--- src/hw/crie_pkg.sv ---
// Purpose: shared constants of the receive interrupt enable block
// Assumes: 32-bit AXI4-Lite register access, byte-lane 0 carries the 8-bit registers
// Notes:   enable and flag registers share one bit layout
package crie_pkg;
    // register map
    localparam int          ADDR_W       = 4;
    localparam int          DATA_W       = 32;
    localparam int          REG_W        = 8;
    localparam logic [3:0]  OFS_ENABLE   = 4'h0;
    localparam logic [3:0]  OFS_FLAGS    = 4'h4;
    // bit layout shared by enable and flag registers
    localparam int          BIT_WAKEUP   = 7;
    localparam int          BIT_CSC      = 6;
    localparam int          RSENS_LO     = 4;
    localparam int          TSENS_LO     = 2;
    localparam int          SENS_W       = 2;
    localparam int          BIT_OVR      = 1;
    localparam int          BIT_RXF      = 0;
    localparam logic [7:0]  ENABLE_RESET = 8'h00;
    localparam logic [7:0]  SENS_MASK    = 8'h3C;
    localparam logic [7:0]  EVENT_MASK   = 8'hC3;
    // bus state codes
    typedef logic [1:0] crie_code_t;
    localparam crie_code_t  CODE_OK      = 2'h0;
    localparam crie_code_t  CODE_WARN    = 2'h1;
    localparam crie_code_t  CODE_PASSIVE = 2'h2;
    localparam crie_code_t  CODE_BUSOFF  = 2'h3;
    // sensitivity selections
    localparam crie_code_t  SENS_NONE    = 2'h0;
    localparam crie_code_t  SENS_BUSOFF  = 2'h1;
    localparam crie_code_t  SENS_PASSIVE = 2'h2;
    localparam crie_code_t  SENS_ALL     = 2'h3;
    // error counter thresholds
    localparam int          WARN_LIMIT   = 96;
    localparam int          PASSIVE_LIMIT = 127;
    localparam int          BUSOFF_LIMIT = 255;
    localparam int          RX_CNT_W     = 8;
    localparam int          TX_CNT_W     = 9;
    // bus responses
    localparam logic [1:0]  RESP_OKAY    = 2'h0;
    localparam logic [1:0]  RESP_SLVERR  = 2'h2;
endpackage : crie_pkg

--- src/hw/crie_code_if.sv ---
// Purpose: carries one bus state code between block modules
// Assumes: single clock domain
// Notes:   src drives, dst reads
`timescale 1ns/1ns
`default_nettype none
interface crie_code_if;
    crie_pkg::crie_code_t code;
    modport src (output code);
    modport dst (input code);
endinterface : crie_code_if
`default_nettype wire

--- src/hw/crie_err_encode.sv ---
// Purpose: turns an error counter into a bus state code
// Assumes: counter value is already synchronous to aclk
// Notes:   forcing inputs override the counter
`timescale 1ns/1ns
`default_nettype none
module crie_err_encode #(
    parameter int CNT_W = crie_pkg::RX_CNT_W
) (
    input  wire logic [CNT_W-1:0] err_count,
    input  wire logic             force_busoff,
    input  wire logic             force_normal,
    crie_code_if.src              out_if
);
    import crie_pkg::*;

    // threshold ladder, forcing first
    always_comb begin
        if (force_busoff) begin
            out_if.code = CODE_BUSOFF;
        end else if (force_normal) begin
            out_if.code = CODE_OK;
        end else if (int'(err_count) > BUSOFF_LIMIT) begin
            out_if.code = CODE_BUSOFF;
        end else if (int'(err_count) > PASSIVE_LIMIT) begin
            out_if.code = CODE_PASSIVE;
        end else if (int'(err_count) > WARN_LIMIT) begin
            out_if.code = CODE_WARN;
        end else begin
            out_if.code = CODE_OK;
        end
    end
endmodule : crie_err_encode
`default_nettype wire

--- src/hw/crie_sens_detect.sv ---
// Purpose: decides whether a state code change counts as a status change
// Assumes: old is the reported code, new the actual code
// Notes:   no change never hits
`timescale 1ns/1ns
`default_nettype none
module crie_sens_detect (
    crie_code_if.dst              old_if,
    crie_code_if.dst              new_if,
    input  wire logic [1:0]       sens,
    output logic                  hit
);
    import crie_pkg::*;

    logic changed;
    assign changed = (old_if.code != new_if.code);

    // filter change by selected sensitivity
    always_comb begin
        unique case (sens)
            SENS_NONE:    hit = 1'b0;
            SENS_BUSOFF:  hit = changed && (old_if.code == CODE_BUSOFF || new_if.code == CODE_BUSOFF);
            SENS_PASSIVE: hit = changed && (old_if.code[1] || new_if.code[1]);
            SENS_ALL:     hit = changed;
        endcase
    end
endmodule : crie_sens_detect
`default_nettype wire

--- src/hw/crie_top.sv ---
// Purpose: receive interrupt enable register with flags, state codes and request lines
// Assumes: events are one-cycle pulses synchronous to aclk; error counts are live values
// Notes:   enable register doubles as the interrupt mask of the flag register
//
// Behaviour
// - Event enable bits clear and stay clear while init request and acknowledge are high.
// - Enable register readable always, writable only when init request and acknowledge low.
// - Sensitivity fields keep their value through initialization mode.
// - Wake-up enable set: wake-up event raises wake-up request; clear: none.
// - Status-change enable set: status change raises error request; clear: none.
// - Receiver sensitivity picks which receiver changes set the status-change flag.
// - Transmitter sensitivity picks which transmitter changes set the status-change flag.
// - Reported state codes follow actual state, updated only while no status-change flag pending.
// - Overrun enable set: overrun event raises error request; clear: none.
// - Receive-full enable set: full foreground buffer raises receiver request.
// - Cleared enable blocks the request while the event flag still sets.
// - Receiver has bus-off code; transmitter leaving bus-off forces receiver to normal.
// - Receiver code 00 for count up to 96, 01 above 96 up to 127.
// - Bus-off only when transmit count exceeds 255; it forces receiver bus-off too.
// - Pending status-change flag freezes reported codes until software clears it.
//
// Design decisions made here: register access over AXI4-Lite and the register offsets.
`timescale 1ns/1ns
`default_nettype none
module crie_top (
    input  wire logic                          aclk,
    input  wire logic                          aclk_en,
    input  wire logic                          aresetn,
    // axi4-lite slave
    input  wire logic [crie_pkg::ADDR_W-1:0]   s_axi_awaddr,
    input  wire logic                          s_axi_awvalid,
    output logic                               s_axi_awready,
    input  wire logic [crie_pkg::DATA_W-1:0]   s_axi_wdata,
    input  wire logic [crie_pkg::DATA_W/8-1:0] s_axi_wstrb,
    input  wire logic                          s_axi_wvalid,
    output logic                               s_axi_wready,
    output logic [1:0]                         s_axi_bresp,
    output logic                               s_axi_bvalid,
    input  wire logic                          s_axi_bready,
    input  wire logic [crie_pkg::ADDR_W-1:0]   s_axi_araddr,
    input  wire logic                          s_axi_arvalid,
    output logic                               s_axi_arready,
    output logic [crie_pkg::DATA_W-1:0]        s_axi_rdata,
    output logic [1:0]                         s_axi_rresp,
    output logic                               s_axi_rvalid,
    input  wire logic                          s_axi_rready,
    // controller side
    input  wire logic                          init_request,
    input  wire logic                          init_acknowledge,
    input  wire logic [crie_pkg::RX_CNT_W-1:0] rx_err_count,
    input  wire logic [crie_pkg::TX_CNT_W-1:0] tx_err_count,
    input  wire logic                          wakeup_event,
    input  wire logic                          overrun_event,
    input  wire logic                          rx_full_event,
    // request lines
    output logic                               irq_wakeup,
    output logic                               irq_error,
    output logic                               irq_receive,
    output logic                               irq
);
    import crie_pkg::*;

    logic [REG_W-1:0]  enable_ff;
    logic              wakeup_flag_ff;
    logic              csc_flag_ff;
    logic              ovr_flag_ff;
    logic              rxf_flag_ff;
    crie_code_t        rx_code_ff;
    crie_code_t        tx_code_ff;
    logic              tx_was_busoff_ff;
    logic              aw_got_ff;
    logic              w_got_ff;
    logic [ADDR_W-1:0] awaddr_ff;
    logic [REG_W-1:0]  wdata_ff;
    logic              wstrb_ff;
    logic              awready_ff;
    logic              wready_ff;
    logic              bvalid_ff;
    logic [1:0]        bresp_ff;
    logic              arready_ff;
    logic              rvalid_ff;
    logic [DATA_W-1:0] rdata_ff;
    logic [1:0]        rresp_ff;
    logic              irq_wakeup_ff;
    logic              irq_error_ff;
    logic              irq_receive_ff;
    logic              irq_ff;
    logic              init_mode;
    logic              write_allowed;
    logic              do_write;
    logic              wr_enable;
    logic              wr_flags;
    logic              rx_hit;
    logic              tx_hit;
    logic              csc_set;
    logic              tx_leaves_busoff;
    logic [REG_W-1:0]  flags_view;

    crie_code_if rx_act_if ();
    crie_code_if tx_act_if ();
    crie_code_if rx_rep_if ();
    crie_code_if tx_rep_if ();

    // mode decode
    assign init_mode     = init_request && init_acknowledge;
    assign write_allowed = !init_request && !init_acknowledge;

    // actual state codes from error counters
    assign tx_leaves_busoff = tx_was_busoff_ff && (tx_act_if.code != CODE_BUSOFF);

    crie_err_encode #(.CNT_W(TX_CNT_W)) u_tx_encode (
        .err_count    (tx_err_count),
        .force_busoff (1'b0),
        .force_normal (1'b0),
        .out_if       (tx_act_if)
    );

    crie_err_encode #(.CNT_W(RX_CNT_W)) u_rx_encode (
        .err_count    (rx_err_count),
        .force_busoff (tx_act_if.code == CODE_BUSOFF),
        .force_normal (tx_leaves_busoff),
        .out_if       (rx_act_if)
    );

    // reported codes into the change filters
    assign rx_rep_if.code = rx_code_ff;
    assign tx_rep_if.code = tx_code_ff;

    crie_sens_detect u_rx_sens (
        .old_if (rx_rep_if),
        .new_if (rx_act_if),
        .sens   (enable_ff[RSENS_LO +: SENS_W]),
        .hit    (rx_hit)
    );

    crie_sens_detect u_tx_sens (
        .old_if (tx_rep_if),
        .new_if (tx_act_if),
        .sens   (enable_ff[TSENS_LO +: SENS_W]),
        .hit    (tx_hit)
    );

    // bus-off history for the receiver recovery
    always_ff @(posedge aclk) begin
        if (!aresetn) begin
            tx_was_busoff_ff <= 1'b0;
        end else if (aclk_en) begin
            tx_was_busoff_ff <= (tx_act_if.code == CODE_BUSOFF);
        end
    end

    // write strobes
    assign do_write  = aw_got_ff && w_got_ff && !bvalid_ff;
    assign wr_enable = do_write && wstrb_ff && (awaddr_ff == OFS_ENABLE);
    assign wr_flags  = do_write && wstrb_ff && (awaddr_ff == OFS_FLAGS);

    // enable register
    always_ff @(posedge aclk) begin
        if (!aresetn) begin
            enable_ff <= ENABLE_RESET;
        end else if (aclk_en) begin
            if (init_mode) begin
                enable_ff <= (enable_ff & SENS_MASK) | (ENABLE_RESET & EVENT_MASK);
            end else if (wr_enable && write_allowed) begin
                enable_ff <= wdata_ff;
            end
        end
    end

    // reported state codes, frozen while a status change is pending
    always_ff @(posedge aclk) begin
        if (!aresetn) begin
            rx_code_ff <= CODE_OK;
            tx_code_ff <= CODE_OK;
        end else if (aclk_en && !csc_flag_ff) begin
            rx_code_ff <= rx_act_if.code;
            tx_code_ff <= tx_act_if.code;
        end
    end

    // sticky event flags, set beats write-one-clear except on the status-change flag
    assign csc_set = !csc_flag_ff && (rx_hit || tx_hit);

    always_ff @(posedge aclk) begin
        if (!aresetn) begin
            wakeup_flag_ff <= 1'b0;
            csc_flag_ff    <= 1'b0;
            ovr_flag_ff    <= 1'b0;
            rxf_flag_ff    <= 1'b0;
        end else if (aclk_en) begin
            wakeup_flag_ff <= wakeup_event  || (wakeup_flag_ff && !(wr_flags && wdata_ff[BIT_WAKEUP]));
            csc_flag_ff    <= csc_set       || (csc_flag_ff && !(wr_flags && wdata_ff[BIT_CSC]));
            ovr_flag_ff    <= overrun_event || (ovr_flag_ff && !(wr_flags && wdata_ff[BIT_OVR]));
            rxf_flag_ff    <= rx_full_event || (rxf_flag_ff && !(wr_flags && wdata_ff[BIT_RXF]));
        end
    end

    // request lines, flag gated by enable
    always_ff @(posedge aclk) begin
        if (!aresetn) begin
            irq_wakeup_ff  <= 1'b0;
            irq_error_ff   <= 1'b0;
            irq_receive_ff <= 1'b0;
            irq_ff         <= 1'b0;
        end else if (aclk_en) begin
            irq_wakeup_ff  <= wakeup_flag_ff && enable_ff[BIT_WAKEUP];
            irq_error_ff   <= (csc_flag_ff && enable_ff[BIT_CSC])
                              || (ovr_flag_ff && enable_ff[BIT_OVR]);
            irq_receive_ff <= rxf_flag_ff && enable_ff[BIT_RXF];
            irq_ff         <= |(flags_view & enable_ff & EVENT_MASK);
        end
    end

    // flag register view
    assign flags_view = {wakeup_flag_ff, csc_flag_ff, rx_code_ff, tx_code_ff, ovr_flag_ff, rxf_flag_ff};

    // write address and data channels, taken in either order
    always_ff @(posedge aclk) begin
        if (!aresetn) begin
            aw_got_ff  <= 1'b0;
            w_got_ff   <= 1'b0;
            awready_ff <= 1'b1;
            wready_ff  <= 1'b1;
            awaddr_ff  <= '0;
            wdata_ff   <= '0;
            wstrb_ff   <= 1'b0;
        end else if (aclk_en) begin
            if (s_axi_awvalid && awready_ff) begin
                aw_got_ff  <= 1'b1;
                awready_ff <= 1'b0;
                awaddr_ff  <= s_axi_awaddr;
            end else if (bvalid_ff && s_axi_bready) begin
                aw_got_ff  <= 1'b0;
                awready_ff <= 1'b1;
            end
            if (s_axi_wvalid && wready_ff) begin
                w_got_ff  <= 1'b1;
                wready_ff <= 1'b0;
                wdata_ff  <= s_axi_wdata[REG_W-1:0];
                wstrb_ff  <= s_axi_wstrb[0];
            end else if (bvalid_ff && s_axi_bready) begin
                w_got_ff  <= 1'b0;
                wready_ff <= 1'b1;
            end
        end
    end

    // write response
    always_ff @(posedge aclk) begin
        if (!aresetn) begin
            bvalid_ff <= 1'b0;
            bresp_ff  <= RESP_OKAY;
        end else if (aclk_en) begin
            if (do_write) begin
                bvalid_ff <= 1'b1;
                bresp_ff  <= (awaddr_ff == OFS_ENABLE || awaddr_ff == OFS_FLAGS) ? RESP_OKAY : RESP_SLVERR;
            end else if (bvalid_ff && s_axi_bready) begin
                bvalid_ff <= 1'b0;
            end
        end
    end

    // read channel, answers at the same edge that takes the address
    always_ff @(posedge aclk) begin
        if (!aresetn) begin
            arready_ff <= 1'b1;
            rvalid_ff  <= 1'b0;
            rdata_ff   <= '0;
            rresp_ff   <= RESP_OKAY;
        end else if (aclk_en) begin
            if (s_axi_arvalid && arready_ff) begin
                arready_ff <= 1'b0;
                rvalid_ff  <= 1'b1;
                if (s_axi_araddr == OFS_ENABLE) begin
                    rdata_ff <= {{(DATA_W-REG_W){1'b0}}, enable_ff};
                    rresp_ff <= RESP_OKAY;
                end else if (s_axi_araddr == OFS_FLAGS) begin
                    rdata_ff <= {{(DATA_W-REG_W){1'b0}}, flags_view};
                    rresp_ff <= RESP_OKAY;
                end else begin
                    rdata_ff <= '0;
                    rresp_ff <= RESP_SLVERR;
                end
            end else if (rvalid_ff && s_axi_rready) begin
                rvalid_ff  <= 1'b0;
                arready_ff <= 1'b1;
            end
        end
    end

    // output drive
    assign s_axi_awready = awready_ff;
    assign s_axi_wready  = wready_ff;
    assign s_axi_bvalid  = bvalid_ff;
    assign s_axi_bresp   = bresp_ff;
    assign s_axi_arready = arready_ff;
    assign s_axi_rvalid  = rvalid_ff;
    assign s_axi_rdata   = rdata_ff;
    assign s_axi_rresp   = rresp_ff;
    assign irq_wakeup    = irq_wakeup_ff;
    assign irq_error     = irq_error_ff;
    assign irq_receive   = irq_receive_ff;
    assign irq           = irq_ff;
endmodule : crie_top
`default_nettype wire

--- config.mk ---
export PLATFORM = sky130hd
export DESIGN_NAME = crie_top
export DESIGN_NICKNAME = d
export VERILOG_FILES = /design/src/hw/crie_pkg.sv /design/src/hw/crie_code_if.sv /design/src/hw/crie_err_encode.sv /design/src/hw/crie_sens_detect.sv /design/src/hw/crie_top.sv
export SDC_FILE = /design/constraint.sdc
export NUM_CORES = 1
export LEC_CHECK = 0
export CAP_MARGIN = 20
export CELL_PAD_IN_SITES_DETAIL_PLACEMENT = 1
export CELL_PAD_IN_SITES_GLOBAL_PLACEMENT = 2
export CORE_MARGIN = 2
export CORE_UTILIZATION = 37
export DETAILED_ROUTE_END_ITERATION = 8
export DONT_BUFFER_PORTS = 1
export GPL_TIMING_DRIVEN = 0
export MAX_ROUTING_LAYER = met4
export PLACE_DENSITY = 0.81
export SETUP_SLACK_MARGIN = 0.1
export SYNTH_ARGS = -nofsm -noshare
export SYNTH_HDL_FRONTEND = slang
export SYNTH_HIERARCHICAL = 1
export SYNTH_SLANG_ARGS = --single-unit
--- constraint.sdc ---
create_clock -name aclk -period 4.68 [get_ports aclk]
set_input_delay 0.702 -clock aclk [delete_from_list [all_inputs] [get_ports aclk]]
set_output_delay 0.702 -clock aclk [all_outputs]
set_load 0.01 [all_outputs]
Yosys cells after proc, flatten, opt, wreduce, memory -nomap -nowiden
Cells that the tools add are included.

Flip-flop bits (word level): 77. Word-level logic and storage cells: 146. Output and inout bits: 45. Bits of input ports: 74.

Reductions and logical operators: 71. Bitwise logic cells: 2. Muxes and demuxes: 27. Order comparisons: 5. Eq/ne operators: 15.

Operators by type and width (count): $logic_and A1 B1 Y1 (32); $mux W8 (4); $gt A9 B7 Y1 const B (2); $reduce_and A2 Y1 (9); $eq A2 B2 Y1 const B (8); $gt A8 B7 Y1 const B (2); $mux W2 (8); $mux W1 (13); $logic_or A1 B1 Y1 (11); $reduce_bool A2 Y1 (5); $gt A9 B8 Y1 const B (1); $and A8 B8 Y8 (1); $eq A4 B3 Y1 const B (2); $logic_not A1 Y1 (8); $logic_not A4 Y1 (2); $pmux W1 S4 (2); $eq A2 B1 Y1 const B (2); $logic_not A2 Y1 (2); $ne A2 B2 Y1 (2); $reduce_or A4 Y1 (1); $reduce_and A3 Y1 (1); $ne A2 B2 Y1 const B (1); $not A1 Y1 (1).

Depth between registers and ports, before layout
Gate-level depths: netlist of run 1.

Word-level depth: 15. Mapped depth: 15. Mapped depth without buffers: 15.

Modules after synthesis
The synthesis of run 1 kept the hierarchy.

By module, submodules not included: crie_top (area each 2371.0 µm², cells each 261, instances 1, sequential area each 1021.0 µm²); crie_sens_detect (area each 117.6 µm², cells each 17, instances 2, sequential area each 0.0 µm²); crie_err_encode at u_tx_encode (area each 43.8 µm², cells each 8, instances 1, sequential area each 0.0 µm²); crie_err_encode at u_rx_encode (area each 38.8 µm², cells each 5, instances 1, sequential area each 0.0 µm²).

Least setup slack after synthesis of run 1
No wires, ideal clock.

Path kind: input to register. Start point: input port tx_err_count[2] in the netlist's numbering. End point: register csc_flag_ff. Setup slack: 1509 ps. Stages on the path: 12. Path buffers: 0. Library setup time: 135 ps. Arrival: 3035 ps. Required time: 4545 ps. Cell sequence: or4_1 -> nor2_1 -> o41ai_1 -> and2_1 -> or4_1 -> o32a_1 -> o22ai_1 -> and3_1 -> nor4_2 -> o21a_1 -> o21ai_0 -> a41oi_1.

Longest elaborated chain between the ends: 15. Elaborated cells on any way between the ends: 27. Classes of those cells: 3 x order compare; 5 x eq/ne; 7 x mux; 12 x reduce/logical.

RTL lines: from (decl) (RTL line crie_top.sv:51) `input wire logic [crie_pkg::TX_CNT_W-1:0] tx_err_count,`; $gt A9 B7 Y1 (RTL line crie_err_encode.sv:26) `end else if (int'(err_count) > WARN_LIMIT) begin`; $mux W1 (RTL line crie_err_encode.sv:26); $mux W2 (RTL line crie_err_encode.sv:24) `end else if (int'(err_count) > PASSIVE_LIMIT) begin`; $mux W2 * (RTL line crie_err_encode.sv:22) `end else if (int'(err_count) > BUSOFF_LIMIT) begin`; net tx_act_if.code[0] (RTL line crie_code_if.sv:7) `crie_pkg::crie_code_t code;`; $ne A2 B2 Y1 (RTL line crie_top.sv:109) `assign tx_leaves_busoff = tx_was_busoff_ff && (tx_act_if.code != CODE_BUSOFF);`; $logic_and A1 B1 Y1 (RTL line crie_top.sv:109); $mux W2 (RTL line crie_err_encode.sv:20) `end else if (force_normal) begin`; [1 not listed]; net rx_act_if.code[0] (RTL line crie_code_if.sv:7); $eq A2 B2 Y1 (RTL line crie_sens_detect.sv:21) `SENS_BUSOFF: hit = changed && (old_if.code == CODE_BUSOFF || new_if.code == CODE_BUSOFF);`; $logic_or A1 B1 Y1 (RTL line crie_sens_detect.sv:21); $logic_and A1 B1 Y1 (RTL line crie_sens_detect.sv:21); $pmux W1 S4 * (RTL line crie_sens_detect.sv:19) `unique case (sens)`; net rx_hit (RTL line crie_top.sv:93) `logic rx_hit;`; $logic_or A1 B1 Y1 * (RTL line crie_top.sv:182) `assign csc_set = !csc_flag_ff && (rx_hit || tx_hit);`; $logic_and A1 B1 Y1 * (RTL line crie_top.sv:182); $logic_or A1 B1 Y1 * (RTL line crie_top.sv:192) `csc_flag_ff <= csc_set || (csc_flag_ff && !(wr_flags && wdata_ff[BIT_CSC]));`; to (signal assigned) (RTL line crie_top.sv:192); to (decl) (RTL line crie_top.sv:65) `logic csc_flag_ff;`.

The timed path passes the listed nets; every way through them passes the cells marked *. A chain may end at the register's enable or synchronous reset.

Final worst setup path of run 1
Start point: input port tx_err_count[0] in the netlist's numbering. End point: register csc_flag_ff.

Longest elaborated chain between the ends: 15. Elaborated cells on any way between the ends: 27. Classes of those cells: 3 x order compare; 5 x eq/ne; 7 x mux; 12 x reduce/logical.

RTL lines: $gt A9 B7 Y1 (RTL line crie_err_encode.sv:26); $mux W1 (RTL line crie_err_encode.sv:26); $mux W2 (RTL line crie_err_encode.sv:24); $mux W2 * (RTL line crie_err_encode.sv:22); net tx_act_if.code[0] (RTL line crie_code_if.sv:7); $ne A2 B2 Y1 * (RTL line crie_top.sv:109); $logic_and A1 B1 Y1 * (RTL line crie_top.sv:109); net tx_leaves_busoff (RTL line crie_top.sv:96) `logic tx_leaves_busoff;`; [2 not listed]; net rx_act_if.code[0] (RTL line crie_code_if.sv:7); $eq A2 B2 Y1 (RTL line crie_sens_detect.sv:21); $logic_or A1 B1 Y1 (RTL line crie_sens_detect.sv:21); $logic_and A1 B1 Y1 (RTL line crie_sens_detect.sv:21); $pmux W1 S4 * (RTL line crie_sens_detect.sv:19); net rx_hit (RTL line crie_top.sv:93); $logic_or A1 B1 Y1 * (RTL line crie_top.sv:182); $logic_and A1 B1 Y1 * (RTL line crie_top.sv:182); $logic_or A1 B1 Y1 * (RTL line crie_top.sv:192).

Marked as above.

==> qor.txt, run 1 <==
status: finished, final reports clean
DIE AREA: 7960 sq um
vias per cell: 4.77
die outline width: 89.2 um
WP data arrival: 3.38 ns
Iter 0 DRT Violations: 66
GRT Total Usage: 0.168
most common cell after layout, fill and taps aside: nand2_1
EDFF count, synth: 0
Critical R2R Capture: csc_flag_ff$_SDFFE_PN0P_
antenna violations before repair: 0
Detail Route Antenna Nets: 0
crit-path max FO: 5
crit path from: tx_err_count[0]
maximum VDD drop: 0.138 mV
H-tree levels: 2
CTS tree: yes
TNS Setup: 0 ns
Startpoint Class: input pin
Yosys top cell area share: 0.380
hold violation count in the final report: 0
Buf+Inv Stages, Crit Path: 0
I/O pin total: 119
Critical-path top delay cell: o41ai_1
WL final: 6.39 mm
global-route wire length before repair: 9.98 mm
CTS Sinks: 51
Post-route DRC: 0
chip height: 89.2 um
core area: 7140 sq um
worst relative slew slack: 0.447
synth unique cells: 42
n_diodes: 0
setup bufs post-CTS: 0
Pins Over Slew Limit: 0
synth warn: 6
Post-Syn Area: 2690 sq um
Levels on crit path: 13
fillcell total: 905
gr ovfl total: 0
Synth area leaders: dfxtp_1 (38%), nand2_1 (8.2%), buf_4 (8.1%), mux2i_1 (6.3%), a21boi_0 (5.3%)
cts repair resizes: 0
IO buf count: 0
hold_buf cts: 0
worst path cell trace: or4_1 -> nor2_1 -> o41ai_1 -> and2_1 -> nor2b_1 -> nor4bb_1 -> o32a_1 -> o22ai_1 -> and3_1 -> nor4_2 -> o21a_1 -> o21ai_0 -> a41oi_1
Worst-Skew Late Latency: 0.30 ns
sequential element share of the synthesized area: 0.380
ys flop type: dfxtp_1
fin nets: 427
wire per inst: 14.4 um
hold wc startpoint: wdata_ff[3]$_SDFFE_PN0P_
worst hold path depth: 2
final core utilization: 0.423
reg-to-reg startpoint: tx_was_busoff_ff$_SDFFE_PN0P_
Period minus WS final: 3.16 ns
pin count of the biggest net entering global routing: 16
Routability Congestion: 0.768
Mapped Avg Cell Area: 8.73 sq um
Final Setup Violations: 0
row cnt: 31
Starting Density: 0.377
critical path's top delay family: compound AO/OA/AOI/OAI gates
PD cells: 277 nW/um^2
TritonCTS Buffers: 5
share of post-route cells with drive strength above 1: 0.171
Yosys top cell by area: dfxtp_1
Longest Clk Path Bufs: 2
FFs w/ async S/R, synth: 0
clk root buf: clkbuf_8
period utilization: 0.676
Worst Skew: 0.00957 ns
Crit Path Category: in2reg
max frequency: 316 MHz
most frequent cells in the layout: nand2_1 (59), dfxtp_1 (51), conb_1 (31)
worst min path class: reg2reg
clock slew at reported path FFs: 0.10 ns
DRT Pass-1 Iters: 4
Cells after Synth: 308
# Max-Cap Violations: 0
unrepaired setup endpoints after global routing: false
crit end category: register
FF-to-FF path depth: 9
dpl hpwl: 5.11 mm
slew at the pin closest to its max-slew limit: 0.818 ns
Synth Register Bits: 51
CP required: 4.90 ns
R2R Setup Slk: 2.70 ns
DR vias: 2116
crit-path max cell delay: 0.72 ns
leak pwr: 1.29 nW
Min-Delay Endpoint: enable_ff[3]$_SDFFE_PN0P_
area grow syn2layout: 12.2%
vias in the first global route: 2044
-- metrics by stage --
stage	hold WS [ns]	area (sq um)	setup WS (ns)	total power [W]	cells
4_1_cts	0.465	3020	1.53	0.000852	444
2_1_floorplan	0.438	2800	1.51	0.000562	338
3_5_place_dp	0.458	2930	1.23	0.000585	437
5_1_grt	0.504	3020	1.31	0.000889	444
3_3_place_gp	0.449	2930	1.20	0.000582	437
6_report	0.460	3020	1.52	0.000836	444
-- cell families (layout without fill, tap and decap cells) --
kind of cell               after synthesis  after routing  synth area share
AOI/OAI and AO/OA                       56             56             0.145
adders and majority gates                8              8            0.0372
buffers and inverters                   50             57             0.116
DFF                                     51             51             0.380
muxes                                   25             25            0.0968
other                                    1             31           0.00139
and+or+nand+nor                        117            117             0.224
-- final cells by class --
class | count | area, sq um | share of cell area
clock buffers | 6 | 82.6 | 0.0274
plain buffers | 40 | 274 | 0.0908
well taps | 99 | 124 | 0.0411
inverters | 10 | 37.5 | 0.0124
flip-flops and latches | 51 | 1020 | 0.338
multi-input cells | 237 | 1470 | 0.487
clock inverters | 1 | 8.76 | 0.00290
-- sequential cells by signal, summed over array words and instances, names as in the netlist, 2 cells and up --
name	cells
s_axi_rdata	8
enable_ff	8
awaddr_ff	4
rx_code_ff	2
wdata_ff	8
tx_code_ff	2
-- worst max path at each step --
stage                                     endpoint  slack, ns
after floorplan           csc_flag_ff$_SDFFE_PN0P_       1.51
after global placement    csc_flag_ff$_SDFFE_PN0P_       1.20
after detailed placement  csc_flag_ff$_SDFFE_PN0P_       1.23
after CTS                 csc_flag_ff$_SDFFE_PN0P_       1.53
after global routing      csc_flag_ff$_SDFFE_PN0P_       1.31
final                     csc_flag_ff$_SDFFE_PN0P_       1.52
-- per-layer routing --
metal / global-route usage / vias up / share of wire
met3: 0.0351 / 4 / 0.066
met5: - / - / 0
met4: 0.0366 / 0 / 0.0091
met1: 0.210 / 976 / 0.44
met2: 0.281 / 59 / 0.49
li1: - / 1077 / -
-- worst reg2reg max path, cell delays in order (launching register included) --
cell and delay (ns):
dfxtp_1 0.32, nor2b_1 0.13, nor4bb_1 0.28, o32a_1 0.27, o22ai_1 0.11, and3_1 0.17, nor4_2 0.20, o21a_1 0.15
o21ai_0 0.08, a41oi_1 0.19
-- cell usage after synthesis, types with 4 or more instances --
library cell and instances:
nand2_1 59, dfxtp_1 51, buf_4 29, a21boi_0 19, nand3_1 19, mux2i_1 17
nor2b_1 14, inv_1 10, ha_1 8, mux2_2 8, o21ai_0 8, a21oi_1 7
buf_2 6, a41oi_1 5, and3_1 5, a21o_1 4, clkbuf_1 4, nor2_1 4
-- power breakdown --
group | switching [W] | leakage, nW | internal [W]
combinational | 0.0000584 | 0.824 | 0.0000497
sequential | 0.0000162 | 0.416 | 0.000450
clock | 0.000143 | 0.0477 | 0.000119
total | 0.000217 | 1.29 | 0.000619
(Power assumes the default switching activity.)
==> run 2: changes to the inputs <==
--- a/config.mk
+++ b/config.mk
@@ -5,16 +5,17 @@
 export SDC_FILE = /design/constraint.sdc
 export NUM_CORES = 1
 export LEC_CHECK = 0
+export ABC_AREA = 1
 export CAP_MARGIN = 20
 export CELL_PAD_IN_SITES_DETAIL_PLACEMENT = 1
 export CELL_PAD_IN_SITES_GLOBAL_PLACEMENT = 2
 export CORE_MARGIN = 2
-export CORE_UTILIZATION = 37
+export CORE_UTILIZATION = 29
 export DETAILED_ROUTE_END_ITERATION = 8
 export DONT_BUFFER_PORTS = 1
 export GPL_TIMING_DRIVEN = 0
 export MAX_ROUTING_LAYER = met4
-export PLACE_DENSITY = 0.81
+export PLACE_DENSITY = 0.72
 export SETUP_SLACK_MARGIN = 0.1
 export SYNTH_ARGS = -nofsm -noshare
 export SYNTH_HDL_FRONTEND = slang
==> constraint.sdc (replaced) <==
create_clock -name aclk -period 2.6 [get_ports aclk]
set_input_delay 0.39 -clock aclk [delete_from_list [all_inputs] [get_ports aclk]]
set_output_delay 0.39 -clock aclk [all_outputs]
set_load 0.01 [all_outputs]
==> run 2 against run 1 <==
Against the previous run:
- global-route usage decreased by 2.6 points
- critical path type unchanged
- die area increased by 28%
- non-clock buffer count decreased by 2
- register-to-register slack got worse by 1.8 ns
- combinational power increased by 100%
- critical path depth increased by 6
- critical endpoint unchanged
- sequential cell count unchanged
- power increased by 90%
- clock power increased by 94%
- first-iteration DRC count decreased by 35%
- highest routed layer unchanged
- synthesized cell count increased by 27%
- final area increased by 1.8%
==> qor.txt, run 2 <==
global-route wire length before repair: 11.1 mm (+12%)
ys flop type: dfxtp_1
Yosys top cell by area: dfxtp_1
Synth Register Bits: 51 (unchanged)
synth warn: 6 (unchanged)
chip height: 101 um (+13%)
area grow syn2layout: 12.5%
Final Setup Violations: 0 (unchanged)
Startpoint Class: input pin
clk root buf: clkbuf_8
clock slew at reported path FFs: 0.10 ns (about the same)
# Max-Cap Violations: 0 (unchanged)
Starting Density: 0.297 (-0.0797)
cts repair resizes: 0 (unchanged)
Net Sw Frac: 0.274 (+0.0138)
period utilization: 0.808
hold violation count in the final report: 0 (unchanged)
CTS Sinks: 51 (unchanged)
Post-Place Cells: 529 (+21%)
synth cell count leaders: nand2_1 (87), inv_1 (59), dfxtp_1 (51)
max frequency: 476 MHz
Pins Over Slew Limit: 0 (unchanged)
Cells after Synth: 391 (+27%)
n_diodes: 0 (unchanged)
DR vias: 2359 (+11%)
pin count of the biggest net entering global routing: 15 (-1)
worst min path class: in2reg
status: finished, final reports clean
Worst Skew: 0.00753 ns (-0.00203 ns)
Post-Syn Area: 2730 sq um (+1.6%)
Routability Congestion: 0.766 (-0.25%)
EDFF count, synth: 0 (unchanged)
CTS tree: yes
GRT Total Usage: 0.142 (-0.0263)
I/O pin total: 119 (unchanged)
Design Power: 0.00159 W (+90%)
crit end category: register
Synth area leaders: dfxtp_1 (37%), nand2_1 (12%), inv_1 (8.1%), buf_4 (7.4%), nand3_1 (5.7%)
CP required: 2.80 ns (-2.10 ns)
sequential share of power: 0.543 (-0.014)
setup bufs post-CTS: 0 (unchanged)
DIE AREA: 10200 sq um (+28%)
final hold slack: 0.229 ns (-0.231 ns)
antenna violations before repair: 0 (unchanged)
slew at the pin closest to its max-slew limit: 0.570 ns (-0.248 ns)
Post-route DRC: 0 (unchanged)
vias in the first global route: 2318 (+13%)
combinational share of power: 0.138 (+0.009)
vias per cell: 4.39 (-7.8%)
DRT Pass-1 Iters: 4 (unchanged)
TNS Setup: 0 ns (unchanged)
hold_buf cts: 0 (unchanged)
most frequent cells in the layout: nand2_1 (87), inv_1 (59), dfxtp_1 (51)
IO buf count: 0 (unchanged)
core area: 9200 sq um (+29%)
share of post-route cells with drive strength above 1: 0.129 (-0.0419)
PD cells: 518 nW/um^2 (+87%)
WP data arrival: 2.30 ns (-1.08 ns)
sequential element share of the synthesized area: 0.374 (-0.00591)
cell-internal power: 0.00115 W (+87%)
Mapped Avg Cell Area: 6.99 sq um (-20%)
Crit Path Category: in2reg
fin nets: 507 (+19%)
die outline width: 101 um (+13%)
power share of the clock group: 0.319 (+0.006)
WL final: 6.71 mm (+5.1%)
maximum VDD drop: 0.241 mV (+75%)
FFs w/ async S/R, synth: 0 (unchanged)
Period minus WS final: 2.10 ns
worst relative slew slack: 0.620 (+0.172)
Longest Clk Path Bufs: 2 (unchanged)
TritonCTS Buffers: 5 (unchanged)
gr ovfl total: 0 (unchanged)
dpl hpwl: 5.34 mm (+4.5%)
Yosys top cell area share: 0.374 (-0.00591)
row cnt: 35 (+13%)
Worst-Skew Late Latency: 0.30 ns (about the same)
synth unique cells: 28 (-33%)
final instance count without filler cells: 537 (+21%)
Iter 0 DRT Violations: 43 (-35%)
leak pwr: 1.45 nW (+12%)
H-tree levels: 2 (unchanged)
unrepaired setup endpoints after global routing: false
most common cell after layout, fill and taps aside: nand2_1
Detail Route Antenna Nets: 0 (unchanged)
top-count cell post-synth: nand2_1
wire per inst: 12.5 um (-13%)
NetSw: 0.000435 W (+100%)
crit-path max FO: 5 (unchanged)
-- run 2: critical path, stage by stage --
cell and delay, ns:
inv_1 0.05, nand2_1 0.08, nor2_2 0.08, nand2_1 0.05, nand2_1 0.05, nand2_1 0.04, nand2_1 0.14, nand2_1 0.12
inv_1 0.08, nor2_1 0.05, o21ai_0 0.32, inv_1 0.08, ha_1 0.27, inv_1 0.05, nand3_1 0.08, nand2_1 0.08
a21oi_2 0.03, o21ai_0 0.17, a21oi_1 0.09
-- run 2: final timing paths --
kind / start / endpoint / slack (ns) / cells after the start
worst max-delay path: tx_err_count[8] / csc_flag_ff$_SDFFE_PN0P_ / 0.50 / 19
worst min-delay path: rx_full_event / rxf_flag_ff$_SDFFE_PN0P_ / 0.23 / 2
worst max register to register: tx_was_busoff_ff$_SDFFE_PN0P_ / csc_flag_ff$_SDFFE_PN0P_ / 0.87 / 11
worst min register to register: wdata_ff[4]$_SDFFE_PN0P_ / wdata_ff[4]$_SDFFE_PN0P_ / 0.45 / 2
-- run 2: layout make-up --
cell class / instances / area [sq um]
Fill cell: 1217 / 6120
Multi-Input combinational cell: 267 / 1310
Sequential cell: 51 / 1020
Buffer: 38 / 263
Inverter: 62 / 235
Tap cell: 111 / 139
Clock buffer: 8 / 100
-- run 2: metal layers --
metal  global-route usage  vias up  part of all wire
met4               0.0281        0            0.0046
met2                0.221       44              0.44
met3               0.0381        2             0.050
met5                    -        -                 0
li1                     -     1242                 -
met1                0.186     1071              0.50
-- run 2: metrics by stage --
| stage | cell area (sq um) | util | setup WS, ns |
|---|---|---|---|
| finish | 3070 | 0.334 | 0.498 |
| CTS | 3070 | 0.334 | 0.453 |
| global route | 3070 | 0.334 | 0.190 |
| detailed placement | 2970 | 0.323 | 0.133 |
| global placement | 2970 | 0.323 | 0.160 |
| floorplan | 2830 | - | 0.517 |
-- run 2: power by group through the flow --
stage               combinational [W]  sequential (W)  clock, W
detailed placement           0.000221        0.000882         0
global placement             0.000216        0.000880         0
CTS                          0.000222        0.000864  0.000530
finish                       0.000220        0.000863  0.000507
floorplan                    0.000180        0.000873         0
global route                 0.000256        0.000870  0.000557
-- run 2: cells by family after synthesis --
group	count (synthesis)	synth area share
other	1	0.00137
adder cells (fa/ha/maj)	8	0.0366
flip-flops	51	0.374
buffers and inverters	100	0.182
AND/OR/NAND/NOR	162	0.264
AO/OA/AOI/OAI	69	0.142
==> run 3: changes to the inputs <==
--- a/config.mk
+++ b/config.mk
@@ -5,17 +5,17 @@
 export SDC_FILE = /design/constraint.sdc
 export NUM_CORES = 1
 export LEC_CHECK = 0
-export ABC_AREA = 1
+export ABC_AREA = 0
 export CAP_MARGIN = 20
 export CELL_PAD_IN_SITES_DETAIL_PLACEMENT = 1
 export CELL_PAD_IN_SITES_GLOBAL_PLACEMENT = 2
 export CORE_MARGIN = 2
-export CORE_UTILIZATION = 29
+export CORE_UTILIZATION = 35
 export DETAILED_ROUTE_END_ITERATION = 8
 export DONT_BUFFER_PORTS = 1
 export GPL_TIMING_DRIVEN = 0
 export MAX_ROUTING_LAYER = met4
-export PLACE_DENSITY = 0.72
+export PLACE_DENSITY = 0.77
 export SETUP_SLACK_MARGIN = 0.1
 export SYNTH_ARGS = -nofsm -noshare
 export SYNTH_HDL_FRONTEND = slang
==> constraint.sdc (replaced) <==
create_clock -name aclk -period 2 [get_ports aclk]
set_input_delay 0.3 -clock aclk [delete_from_list [all_inputs] [get_ports aclk]]
set_output_delay 0.3 -clock aclk [all_outputs]
set_load 0.01 [all_outputs]
==> run 3 against run 2 <==
Against the previous run:
- the run now ends with negative setup slack left
- via count is 6.7% lower
- clock power is 69% higher
- wire length is 0.46% lower
- core utilization is 9.4 points higher
- sequential power is 26% higher
- final cell count is 16% lower
- sequential cell count stayed put
- clock-buffer cell count is 2 lower
- die area is 18% lower
- critical path type unchanged
- critical endpoint unchanged
- largest cell class unchanged
- highest routed layer unchanged
==> qor.txt, run 3 (synthesis gave the netlist of run 1 again) <==
crit path from: tx_err_count[2]
most common cell after layout, fill and taps aside: nand2_1
FF-to-FF path depth: 9 (-2)
vias in the first global route: 2249 (-3.0%)
I/O pin total: 119 (unchanged)
worst min path class: in2reg
period utilization: 1.25
Min-Delay Endpoint: wdata_ff[3]$_SDFFE_PN0P_
failing checks: negative setup slack
antenna violations before repair: 0 (unchanged)
Pins Over Slew Limit: 0 (unchanged)
CP required: 2.18 ns (-0.62 ns)
setup ws final: -0.493 ns (-0.991 ns)
hold violation count in the final report: 0 (unchanged)
Starting Density: 0.367 (+0.0698)
Iter 0 DRT Violations: 65 (+51%)
worst relative slew slack: 0.623 (+0.00323)
slew at the pin closest to its max-slew limit: 0.562 ns (-0.00791 ns)
reg-to-reg startpoint: tx_was_busoff_ff$_SDFFE_PN0P_
Post-Place Cells: 437 (-17%)
Routability Congestion: 0.734 (-4.3%)
core area: 7330 sq um (-20%)
chip height: 91.7 um (-9.3%)
PD cells: 709 nW/um^2 (+37%)
die outline width: 91.7 um (-9.3%)
fillcell total: 903 (-26%)
most frequent cells in the layout: nand2_1 (59), dfxtp_1 (51), buf_4 (34)
DR vias: 2200 (-6.7%)
share of post-route cells with drive strength above 1: 0.197 (+0.0675)
R2R Setup Slk: -0.01 ns (-0.88 ns)
status: finished, violations left
gr ovfl total: 0 (unchanged)
crit-path max FO: 4 (-1)
max frequency: 401 MHz
Worst Skew: 0.00998 ns (+0.00244 ns)
DIE AREA: 8400 sq um (-18%)
Final Setup Violations: 2 (+2)
area grow syn2layout: 16.8%
TritonCTS Buffers: 5 (unchanged)
n_diodes: 0 (unchanged)
global-route wire length before repair: 11.0 mm (-0.87%)
clock slew at reported path FFs: 0.10 ns (about the same)
Worst-Skew Late Latency: 0.31 ns (about the same)
IO buf count: 0 (unchanged)
fin nets: 432 (-15%)
pin count of the biggest net entering global routing: 16 (+1)
GRT Total Usage: 0.171 (+0.0290)
final instance count without filler cells: 450 (-16%)
dpl hpwl: 5.08 mm (-4.9%)
row cnt: 31 (-11%)
wire per inst: 14.8 um (+19%)
vias per cell: 4.89 (+11%)
WP data arrival: 2.67 ns (+0.37 ns)
WL final: 6.68 mm (-0.46%)
hold wc startpoint: s_axi_wdata[3]
final hold slack: 0.127 ns (-0.102 ns)
CTS tree: yes
Post-route DRC: 0 (unchanged)
Crit Path Category: in2reg
crit end category: register
leak pwr: 1.34 nW (-7.3%)
DRT Pass-1 Iters: 4 (unchanged)
worst hold path depth: 2 (unchanged)
Detail Route Antenna Nets: 0 (unchanged)
H-tree levels: 2 (unchanged)
Critical R2R Capture: csc_flag_ff$_SDFFE_PN0P_
CTS Sinks: 51 (unchanged)
final core utilization: 0.428 (+0.0942)
TNS Setup: -0.548 ns (-0.548 ns)
clk root buf: clkbuf_8
Longest Clk Path Bufs: 2 (unchanged)
unrepaired setup endpoints after global routing: true
maximum VDD drop: 0.341 mV (+41%)
Period minus WS final: 2.49 ns
Startpoint Class: input pin
# Max-Cap Violations: 0 (unchanged)
run 3: cell types whose count changed in the layout (fill, tap and decap cells not counted), moves of 8 or more:
cell	delta
nor2b_1	+14
a21boi_0	+17
nand3_1	-12
o21ai_0	-18
mux2i_1	+17
mux2_2	+8
inv_1	-49
nand2_1	-28
nor2_1	-24
a21oi_1	-23
run 3: area by class of cell:
cell class / instances / area, sq um / share of cell area
clock inverters: 2 / 60.1 / 0.0191
multi-input cells: 237 / 1510 / 0.482
repair buffers: 5 / 37.5 / 0.0120
well taps: 99 / 124 / 0.0395
clock buffers: 6 / 72.6 / 0.0231
flip-flops and latches: 51 / 1020 / 0.325
plain buffers: 40 / 274 / 0.0873
inverters: 10 / 37.5 / 0.0120
run 3: power breakdown:
group | switching [W] | total [W] | leakage [nW] | internal [W]
clock | 0.000358 | 0.000858 | 0.0654 | 0.000500
sequential | 0.0000382 | 0.00109 | 0.416 | 0.00105
combinational | 0.000144 | 0.000276 | 0.859 | 0.000132
run 3: how the worst max path moves through the flow:
stage	depth (start not counted)	end	slack, ns
floorplan	11	csc_flag_ff$_SDFFE_PN0P_	-0.26
global placement	12	csc_flag_ff$_SDFFE_PN0P_	-1.03
detailed placement	12	csc_flag_ff$_SDFFE_PN0P_	-1.02
CTS	12	csc_flag_ff$_SDFFE_PN0P_	-0.48
global route	12	csc_flag_ff$_SDFFE_PN0P_	-0.65
finish	12	csc_flag_ff$_SDFFE_PN0P_	-0.49
run 3: timing repair:
action | CTS | global route
buffers inserted | 1 | 4
hold buffers | 0 | 0
gates resized for setup | 4 | 0
pin swaps | 6 | 0
endpoints found under the setup margin | 2 | 2
cloned | 0 | 0
run 3: routing by layer:
layer | GRT usage | vias up | part of all wire | routed length (um)
met5 | - | - | 0 | 0
met4 | 0.0492 | 0 | 0.012 | 79
met3 | 0.0501 | 8 | 0.068 | 452
met2 | 0.274 | 56 | 0.47 | 3110
met1 | 0.209 | 1054 | 0.45 | 3040
li1 | - | 1082 | - | -
run 3: through the flow:
stage	cell area [sq um]	power, W	setup slack [ns]
after global placement	2960	0.00137	-1.03
final	3140	0.00222	-0.493
after detailed placement	2960	0.00138	-1.02
after floorplan	2830	0.00132	-0.263
after global routing	3140	0.00233	-0.645
after CTS	3110	0.00224	-0.483
run 3: critical path, stage by stage:
cell	delay, ns
or4_4	0.53
nor2_4	0.11
o41ai_4	0.08
and2_4	0.15
or4_1	0.40
o32a_1	0.35
o22ai_1	0.16
and3_1	0.19
nor4_2	0.06
o21a_1	0.16
o21ai_1	0.12
a41oi_1	0.05
